`src/design/wake_timer_consts.svh`:
```
`ifndef WAKE_TIMER_CONSTS_SVH
`define WAKE_TIMER_CONSTS_SVH
// register indexes, byte address is four times the index
`define WT_IDX_RELOAD_HIGH 6'h24
`define WT_IDX_RELOAD_LOW  6'h25
`define WT_IDX_COUNT_HIGH  6'h26
`define WT_IDX_COUNT_LOW   6'h27
`define WT_IDX_CONTROL     6'h30
`define WT_IDX_STATUS      6'h31
// control and status field positions
`define WT_CTRL_RUN_BIT    7
`define WT_CTRL_QUAL_BIT   6
`define WT_CTRL_AUTO_BIT   3
`define WT_CTRL_CLK_HI     1
`define WT_CTRL_CLK_LO     0
`define WT_STAT_FLAG_BIT   0
// low-frequency oscillator divide ratios
`define WT_DIV_1           6'h01
`define WT_DIV_8           6'h08
`define WT_DIV_16          6'h10
`define WT_DIV_32          6'h20
// reset values
`define WT_RELOAD_RESET    16'h0000
`define WT_COUNT_RESET     16'h0000
`endif

```
`src/design/wake_timer_pkg.sv`:
```
package wake_timer_pkg;
    // wishbone request from the master
    typedef struct packed {
        logic        cyc;
        logic        stb;
        logic        we;
        logic [7:0]  adr;
        logic [3:0]  sel;
        logic [31:0] dat;
    } wb_req_t;
    // timer states, one-hot
    typedef enum logic [1:0] {
        ST_IDLE = 2'b01,
        ST_RUN  = 2'b10
    } timer_state_t;
    typedef logic [1:0] clk_sel_t;
endpackage : wake_timer_pkg

```
`src/design/wakeup_timer_reload_counter.sv`:
```
`timescale 1ns/1ps
`include "wake_timer_consts.svh"
module wakeup_timer_reload_counter (
    // clock and reset
    input  wire logic                    clk_i,
    input  wire logic                    rst_i,
    // wishbone slave
    input  wire wake_timer_pkg::wb_req_t wb_req_i,
    output logic [31:0]                  wb_dat_o,
    output logic                         wb_ack_o,
    // low-frequency oscillator tick, one clock per oscillator period
    input  wire logic                    lfo_tick_i,
    // status out
    output logic                         underflow_flag_o,
    output logic                         running_o
);
    import wake_timer_pkg::*;

    // ratio of selected clock, used by the tick logic
    function automatic logic [5:0] div_limit(input clk_sel_t s);
        case (s)
            2'b00:   div_limit = `WT_DIV_1;
            2'b01:   div_limit = `WT_DIV_8;
            2'b10:   div_limit = `WT_DIV_16;
            default: div_limit = `WT_DIV_32;
        endcase
    endfunction : div_limit

    logic [31:0]  dat_ff;
    logic [31:0]  nxt_dat;
    logic         ack_ff;
    logic         nxt_ack;
    logic [15:0]  reload_ff;
    logic [15:0]  nxt_reload;
    logic [15:0]  count_ff;
    logic [15:0]  nxt_count;
    logic [4:0]   div_cnt_ff;
    logic [4:0]   nxt_div_cnt;
    logic         auto_ff;
    logic         nxt_auto;
    clk_sel_t     sel_ff;
    clk_sel_t     nxt_sel;
    logic         flag_ff;
    logic         nxt_flag;
    timer_state_t state_ff;
    timer_state_t nxt_state;
    logic [5:0]   idx;
    logic         wr;
    logic         ctrl_wr;
    logic         start;
    logic         stop;
    logic         tick;
    logic         underflow;
    logic         running;

    // bus decode; writes land at the edge the master sees ack
    assign idx       = wb_req_i.adr[7:2];
    assign wr        = wb_req_i.cyc & wb_req_i.stb & wb_req_i.we & wb_req_i.sel[0] & ack_ff;
    assign ctrl_wr   = wr && idx == `WT_IDX_CONTROL;
    assign running   = state_ff == ST_RUN;
    assign start     = ctrl_wr & wb_req_i.dat[`WT_CTRL_QUAL_BIT] & wb_req_i.dat[`WT_CTRL_RUN_BIT];
    assign stop      = ctrl_wr & wb_req_i.dat[`WT_CTRL_QUAL_BIT] & ~wb_req_i.dat[`WT_CTRL_RUN_BIT];
    assign tick      = running & lfo_tick_i & ({1'b0, div_cnt_ff} == div_limit(sel_ff) - 6'h01);
    assign underflow = tick & (count_ff == 16'h0000);

    // bus answer: one wait cycle, ack for exactly one cycle
    always_comb
    begin
        nxt_ack = wb_req_i.cyc & wb_req_i.stb & ~ack_ff;
        nxt_dat = 32'h0000_0000;
        case (idx)
            `WT_IDX_RELOAD_HIGH: nxt_dat[7:0] = reload_ff[15:8];
            `WT_IDX_RELOAD_LOW:  nxt_dat[7:0] = reload_ff[7:0];
            `WT_IDX_COUNT_HIGH:  nxt_dat[7:0] = count_ff[15:8];
            `WT_IDX_COUNT_LOW:   nxt_dat[7:0] = count_ff[7:0];
            `WT_IDX_CONTROL:     nxt_dat[7:0] = {running, 3'h0, auto_ff, 1'b0, sel_ff};
            `WT_IDX_STATUS:      nxt_dat[0]   = flag_ff;
            default:             nxt_dat      = 32'h0000_0000;
        endcase
    end

    always_ff @(posedge clk_i)
    begin
        if (rst_i)
        begin
            ack_ff <= 1'b0;
            dat_ff <= 32'h0000_0000;
        end
        else
        begin
            ack_ff <= nxt_ack;
            dat_ff <= nxt_dat;
        end
    end

    // timer, configuration and flag next values
    always_comb
    begin
        nxt_reload  = reload_ff;
        nxt_auto    = auto_ff;
        nxt_sel     = sel_ff;
        nxt_count   = count_ff;
        nxt_div_cnt = div_cnt_ff;
        nxt_state   = state_ff;
        nxt_flag    = flag_ff;
        if (wr && idx == `WT_IDX_RELOAD_HIGH)
            nxt_reload[15:8] = wb_req_i.dat[7:0];
        if (wr && idx == `WT_IDX_RELOAD_LOW)
            nxt_reload[7:0] = wb_req_i.dat[7:0];
        if (ctrl_wr)
        begin
            nxt_auto = wb_req_i.dat[`WT_CTRL_AUTO_BIT];
            nxt_sel  = wb_req_i.dat[`WT_CTRL_CLK_HI:`WT_CTRL_CLK_LO];
        end
        // write one clears; a same-cycle underflow wins below
        if (wr && idx == `WT_IDX_STATUS && wb_req_i.dat[`WT_STAT_FLAG_BIT])
            nxt_flag = 1'b0;
        // prescaler counts oscillator ticks while running
        if (running && lfo_tick_i)
            nxt_div_cnt = tick ? 5'h00 : div_cnt_ff + 5'h01;
        case (state_ff)
            ST_IDLE:
            begin
                if (start)
                begin
                    nxt_count   = reload_ff;
                    nxt_div_cnt = 5'h00;
                    nxt_state   = ST_RUN;
                end
            end
            ST_RUN:
            begin
                // reload bytes copied to the count only on start and on auto restart
                if (start)
                begin
                    nxt_count   = reload_ff;
                    nxt_div_cnt = 5'h00;
                end
                else if (stop)
                    nxt_state = ST_IDLE;
                else if (underflow)
                begin
                    if (auto_ff)
                        nxt_count = reload_ff;
                    else
                        nxt_state = ST_IDLE;
                end
                else if (tick)
                    nxt_count = count_ff - 16'h0001;
            end
            default: nxt_state = ST_IDLE;
        endcase
        if (underflow)
            nxt_flag = 1'b1;
    end

    always_ff @(posedge clk_i)
    begin
        if (rst_i)
        begin
            reload_ff  <= `WT_RELOAD_RESET;
            count_ff   <= `WT_COUNT_RESET;
            div_cnt_ff <= 5'h00;
            auto_ff    <= 1'b0;
            sel_ff     <= 2'b00;
            flag_ff    <= 1'b0;
            state_ff   <= ST_IDLE;
        end
        else
        begin
            reload_ff  <= nxt_reload;
            count_ff   <= nxt_count;
            div_cnt_ff <= nxt_div_cnt;
            auto_ff    <= nxt_auto;
            sel_ff     <= nxt_sel;
            flag_ff    <= nxt_flag;
            state_ff   <= nxt_state;
        end
    end

    // outputs straight from flip-flops
    assign wb_dat_o         = dat_ff;
    assign wb_ack_o         = ack_ff;
    assign underflow_flag_o = flag_ff;
    assign running_o        = state_ff[1]; // one-hot run bit, no gate in the path

    chk_reload_high_store: assert property (@(posedge clk_i) disable iff (rst_i)
        wr && idx == `WT_IDX_RELOAD_HIGH |=> reload_ff[15:8] == $past(wb_req_i.dat[7:0]))
        else $error("reload high byte not stored");
    chk_reload_low_store: assert property (@(posedge clk_i) disable iff (rst_i)
        wr && idx == `WT_IDX_RELOAD_LOW |=> reload_ff[7:0] == $past(wb_req_i.dat[7:0]))
        else $error("reload low byte not stored");
    chk_start_loads_count: assert property (@(posedge clk_i) disable iff (rst_i)
        start |=> running && count_ff == $past(reload_ff) && div_cnt_ff == 5'h00)
        else $error("start did not load reload value");
    chk_reload_no_disturb: assert property (@(posedge clk_i) disable iff (rst_i)
        running && !start && !tick && wr && idx inside {`WT_IDX_RELOAD_HIGH, `WT_IDX_RELOAD_LOW}
        |=> $stable(count_ff))
        else $error("reload write disturbed running count");
    chk_count_high_read: assert property (@(posedge clk_i) disable iff (rst_i)
        wb_req_i.cyc && wb_req_i.stb && !ack_ff && idx == `WT_IDX_COUNT_HIGH
        |=> wb_ack_o && wb_dat_o == {24'h000000, $past(count_ff[15:8])})
        else $error("count high read wrong");
    chk_count_low_read: assert property (@(posedge clk_i) disable iff (rst_i)
        wb_req_i.cyc && wb_req_i.stb && !ack_ff && idx == `WT_IDX_COUNT_LOW
        |=> wb_ack_o && wb_dat_o == {24'h000000, $past(count_ff[7:0])})
        else $error("count low read wrong");
    chk_prescale_ratio: assert property (@(posedge clk_i) disable iff (rst_i)
        running && lfo_tick_i && !start && !tick |=> div_cnt_ff == $past(div_cnt_ff) + 5'h01)
        else $error("prescaler step wrong");
    chk_auto_restart: assert property (@(posedge clk_i) disable iff (rst_i)
        underflow && !ctrl_wr |=> (running && count_ff == $past(reload_ff)) == $past(auto_ff)
        && running == $past(auto_ff))
        else $error("underflow restart or stop wrong");
    chk_underflow_flag: assert property (@(posedge clk_i) disable iff (rst_i)
        underflow |=> underflow_flag_o [*2] or (underflow_flag_o ##1 1'b1))
        else $error("underflow flag not set");
    chk_qualifier_needed: assert property (@(posedge clk_i) disable iff (rst_i)
        ctrl_wr && !wb_req_i.dat[`WT_CTRL_QUAL_BIT] && !underflow |=> $stable(running_o))
        else $error("running changed without qualifier");
    chk_decrement_one: assert property (@(posedge clk_i) disable iff (rst_i)
        tick && !underflow && !ctrl_wr |=> count_ff == $past(count_ff) - 16'h0001)
        else $error("count did not decrement by one");
endmodule : wakeup_timer_reload_counter

```
`config.mk`:
```
export PLATFORM = sky130hd
export DESIGN_NAME = wakeup_timer_reload_counter
export DESIGN_NICKNAME = d
export VERILOG_FILES = /design/src/design/wake_timer_pkg.sv /design/src/design/wakeup_timer_reload_counter.sv
export VERILOG_INCLUDE_DIRS = /design/src /design/src/design
export SDC_FILE = /design/constraint.sdc
export NUM_CORES = 1
export LEC_CHECK = 0
export BUFFER_PORTS_ARGS = -buffer_cell sky130_fd_sc_hd__buf_2
export CORE_UTILIZATION = 52
export DETAILED_ROUTE_END_ITERATION = 6
export PLACE_DENSITY = 0.87
export SLEW_MARGIN = 40
export SYNTH_ARGS = -nofsm -noshare
export SYNTH_HDL_FRONTEND = slang
export SYNTH_SLANG_ARGS = --single-unit
```
`constraint.sdc`:
```
create_clock -name clk_i -period 2.9 [get_ports clk_i]
set_input_delay 0 -clock clk_i [delete_from_list [all_inputs] [get_ports clk_i]]
set_output_delay 0 -clock clk_i [all_outputs]
set_load 0.02 [all_outputs]
```
======== Yosys cells after proc, flatten, opt, wreduce, memory -nomap -nowiden ========
Index checks and enable logic that the tools add are counted.
W data, S select, Z words.
cells by class
  bitwise operators ....................... 13
  mux-type cells .......................... 22
  reduce and logical (&&, ||, !) cells .... 13
  add/subtract/negate cells ............... 3
  eq/ne operators ......................... 18
operator list
  cell                     number
  $mux W16                 6
  $eq A6 B6 Y1 const B     6
  $pmux W7 S5              1
  $pmux W16 S2             1
  $mux W5                  4
  $pmux W6 S3              1
  $logic_not A16 Y1        1
  $sub A16 B1 Y16 const B  1
  $and A1 B1 Y1            11
  $mux W2                  5
  $ne A3 B3 Y1 const B     3
  $ne A4 B4 Y1 const B     2
  $eq A5 B6 Y1             1
  $logic_and A1 B1 Y1      6
  $pmux W1 S6              1
  $sub A6 B1 Y6 const B    1
  $add A5 B1 Y5 const B    1
  $reduce_and A5 Y1        1
  $eq A2 B1 Y1 const B     2
  $eq A2 B2 Y1 const B     2
  $ne A2 B2 Y1 const B     2
  $pmux W2 S2              1
  $reduce_and A4 Y1        1
  $reduce_bool A2 Y1       2
  other kinds (4)          6
word-level totals
  bits of input ports ..................... 50
  flip-flop bits (word level) ............. 76
  output and inout port bits .............. 35
  word-level logic and storage cells ...... 80

======== Depth between registers and ports, before layout ========
  word-level depth ........................ 10
  gate-level depth with buffers ........... 11

======== Least setup slack after synthesis ========
Ideal clock, no wire load.
  path type ............................... register to register
  start ................................... reg state_ff[1]
  end ..................................... reg count_ff[3]
  data arrival time ....................... 2.341 ns
  data required time ...................... 2.830 ns
  cell stages (with the launch flop) ...... 11
  setup time .............................. 0.070 ns
  path slack .............................. 0.489 ns
  path through ............................ dfxtp_1 -> ha_1 -> nand2_1 -> o32a_1 -> nand4bb_1 -> and3_1 -> buf_2 -> buf_4 -> mux2i_1 -> or2_0 -> a21oi_1
between the ends
  cells in the longest elaborated chain, start to end .. 8
  elaborated cells on any way between the ends .. 15
  those cells by class .................... eq/ne: 6; mux: 4; bitwise: 3; reduce/logical: 2
ends and longest elaborated chain
  element                     RTL line                                                               text
  start: declaration          wakeup_timer_reload_counter.sv:45                                      timer_state_t state_ff;
  start signal: assignment    wakeup_timer_reload_counter.sv:177                                     state_ff <= nxt_state;
  $eq A2 B2 Y1                wakeup_timer_reload_counter.sv:60, wakeup_timer_reload_counter.sv:121
  $and A1 B1 Y1 (2 in a row)  wakeup_timer_reload_counter.sv:63                                      assign tick = running & lfo_tick_i & ({1'b0, div_cnt_ff} == div_limit(sel_ff) - 6'h01);
  $and A1 B1 Y1               wakeup_timer_reload_counter.sv:64                                      assign underflow = tick & (count_ff == 16'h0000);
  $mux W16                    wakeup_timer_reload_counter.sv:141                                     else if (underflow)
  $mux W16                    wakeup_timer_reload_counter.sv:139                                     else if (stop)
  $mux W16                    wakeup_timer_reload_counter.sv:134                                     if (start)
  $pmux W16 S2                wakeup_timer_reload_counter.sv:121                                     case (state_ff)
  end signal: assignment      wakeup_timer_reload_counter.sv:162                                     count_ff <= `WT_COUNT_RESET;
  end signal: assignment      wakeup_timer_reload_counter.sv:172                                     count_ff <= nxt_count;
  end: declaration            wakeup_timer_reload_counter.sv:35                                      logic [15:0] count_ff;
Parallel ways exist; a longest one is shown, timed or not. The select of a mux whose other input is x is not followed.
A chain may end at the register's enable or synchronous reset.

======== Final worst setup path ========
  start ................................... reg state_ff[1]
  end ..................................... reg count_ff[1]
Same word-level chain as after synthesis.

==> summary.md <==
| Metric | Value |
|---|---|
| Final min period | 2600 ps |
| Drt first-iter violations | 203 |
| # nets final | ~460 |
| Status | finished, final reports clean |
| Clock tree buffer depth | 2 |
| Static leakage | 1.23 nW |
| Overall Global Routing Usage | 0.238 |
| GPL Wtd Cong | 0.862 |
| Pwr Total | 1.30 mW |
| Worst Max-Slew Pin Slew | 794 ps |
| Cell area after synthesis | 3030 um2 |
| Final hold violation count | 0 |
| Primary FF master, synth | dfxtp_1 |
| Die width | 78.4 um |
| Synth top area share | 0.343 |
| Via count | 2739 |
| Number of global-route vias before repair | 2548 |
| Diodes inserted | 0 |
| Largest net degree at the start of global routing | 47 |
| Slowest CP cell | o32a_1 |
| Die H | around 78 um |
| Vias per cell | slightly below 6 |
| HP Class | primary input to flop |
| H-Tree Depth | 2 |
| I/O pins | 85 |
| Max Slew Vio Count | 0 |
| Crit Path Category | flop to flop |
| Critical path launch point type | flop |
| Layout cells sized above 1 | 0.140 |
| YS warnings | 0 |
| DP Wirelength | 4.83 mm |
| DR pass1 iterations | 4 |
| # DRC | 0 |
| TritonCTS clock tree | done |
| Worst-Skew Late Latency | 310 ps |
| Slowest stage delay, CP | 400 ps |
| Layout area overhead | 10.3% |
| Async set-reset flop share out of synthesis | 0 |
| Worst path required time | between 3000 and 4000 ps |
| Setup violators final | 0 |
| WL per Instance | 14.4 um |
| Gr ovfl total | 0 |
| Crit-path cells | ha_1 > nand2_1 > o32a_1 > nor2_4 > a21oi_2 > o41a_1 > buf_4 > a211o_1 > a21oi_1 |
| MaxCap Viol Count | 0 |
| Yosys top cell by area | dfxtp_1 |
| Netlist cell types | 52 |
| Fillers | around 480 |
| First-pass GRT wire length | 11.7 mm |
| CP max FO | 30 |
| Post-Syn Instances | 368 |
| Starting density of the core | 0.544 |
| Met2 Track Usage GR | 0.389 |
| Die area | 6140 um2 |
| Worst rel slew slack | 0.471 |
| Sequential area share after synthesis | 0.343 |
| CP Capture Type | flop |
| VDD IR max | about 0.00031 V |
| CTS resizes | 0 |
| Util after Layout | 0.600 |
| Final Cycle Share | 0.896 |
| Routed wire length | 6.82 mm |
| CORE AREA | 5570 um2 |
| Post-synth EDFFs | 0 |
| Postcts setup bufs | 0 |
| Crit path arrival time | about 2800 ps |
| Reg clk slew, reported paths | 90 ps |
| Worst Path Buf+Inv | 1 |
| Clock buffer count from CTS | 5 |
| Hold buffer count at cts | 10 |
| Row Count | 27 |
| GR peak layer | met2 |
| RSZ-0062 raised after global routing | false |
| Top delay family on crit path | compound AO/OA/AOI/OAI gates |
| Top post-synthesis cells by area | dfxtp_1 34%, a21oi_1 6.9%, buf_4 6.2% |
| Port Buffer Count | 31 |
| Register bit total from synthesis | 52 |
| Post-route ant nets | 0 |
| Worst hold slack | approximately 23 ps |
| Max Freq | between 300 and 400 MHz |
| GRT met1 Usage | 0.300 |
| Clock skew | 8.79 ps |
| Initial antenna violation count | 0 |
| Setup TNS | 0 ps |
| Avg Synthesized Cell Area | 8.24 um2 |
| CTS Root Cell | clkbuf_8 |
| Power per cell area | 388 nW/um2 |
| CTS sink cnt | 52 |
| M3 GR Usage | 0.0512 |
worst min-delay path, cell delays in order:
cell and delay, ps:
buf_2 110, nand4b_1 90, a31oi_1 80
cell usage in the layout, fill, tap and decap left out, types with 5 or more instances in the layout:
cell and n:
dfxtp_1 52, nand2_1 48, a21oi_1 42, buf_2 31, conb_1 24, mux2i_1 17, nor2_1 15, o21ai_0 14
nand2b_1 11, nand3_1 10, dlygate4sd3_1 10, or3_1 8, nor3_1 8, inv_1 7, nor2b_1 6, o21a_1 6
or2_0 6, nand4_1 5, ha_1 5, clkbuf_8 5, buf_4 5
metrics by stage:
step           cells  worst slack, ps  area [um2]
2_1_floorplan    391              489        3120
3_3_place_gp     455              378        3130
3_5_place_dp     455              322        3140
4_1_cts          473              316        3340
5_1_grt          473              119        3340
6_report         473              302        3340
final timing paths:
check	start	slack, ps	to	depth (start not counted)
hold / removal	wb_req_i[43]	20	wb_dat_o[0]$_SDFF_PP0_	3
setup reg to reg	state_ff[1]$_SDFFE_PP0P_	300	count_ff[1]$_SDFFE_PP0P_	9
setup / recovery	state_ff[1]$_SDFFE_PP0P_	300	count_ff[1]$_SDFFE_PP0P_	9
hold reg to reg	wb_ack_o$_SDFF_PP0_	450	wb_ack_o$_SDFF_PP0_	1
flip-flops by register name (all words and copies together) (netlist names):
signal,flops
reload_ff,16
div_cnt_ff,5
wb_ack_o,1
auto_ff,1
sel_ff,2
state_ff,2
underflow_flag_o,1
count_ff,16
wb_dat_o,8
synth_stat cells (3+ instances only):
master	count
xor2_1	4
clkbuf_1	10
mux4_2	4
inv_1	7
mux2i_1	17
o32ai_1	4
ha_1	5
and2_1	3
buf_4	25
o21a_1	6
nand3_1	10
o21ai_0	14
and3_1	4
dfxtp_1	52
nor2_1	15
nand3b_1	3
nor2b_1	6
nand2b_1	11
nand2_1	48
nand4_1	5
or2_0	6
or3_1	8
o31a_1	4
buf_2	9
nor4_1	3
o22ai_1	3
nor3_1	9
a21oi_1	42
logic make-up after synthesis:
family / Yosys count / synth area share
AND/OR/NAND/NOR: 144 / 0.254
AO/OA/AOI/OAI: 88 / 0.179
flip-flops: 52 / 0.343
buffers and inverters: 51 / 0.0978
multiplexers: 23 / 0.0932
adder cells (fa/ha/maj): 5 / 0.0206
XOR/XNOR: 4 / 0.0115
other: 1 / 0.00124
layout make-up:
cell class                 count  area, um2  area share
tap                           72       90.1      0.0269
inverter                       7       26.3     0.00786
multi-input combinational    288       1790       0.534
timing repair buffer          46        293      0.0875
clock inverter                 2       35.0      0.0105
sequential                    52       1040       0.311
clock buffer                   6       72.6      0.0217
per-layer routing:
metal | vias to the layer above | part of all wire
met4 | 0 | 0.024
met3 | 16 | 0.083
met1 | 1269 | 0.44
li1 | 1320 | -
met2 | 134 | 0.45
met5 | - | 0
power breakdown:
part           internal [mW]  switching, mW
Combinational         0.0294         0.0629
Clock                  0.256          0.236
Sequential             0.714       0.000426
Total                   1.00          0.299
(Power assumes the default switching activity.)
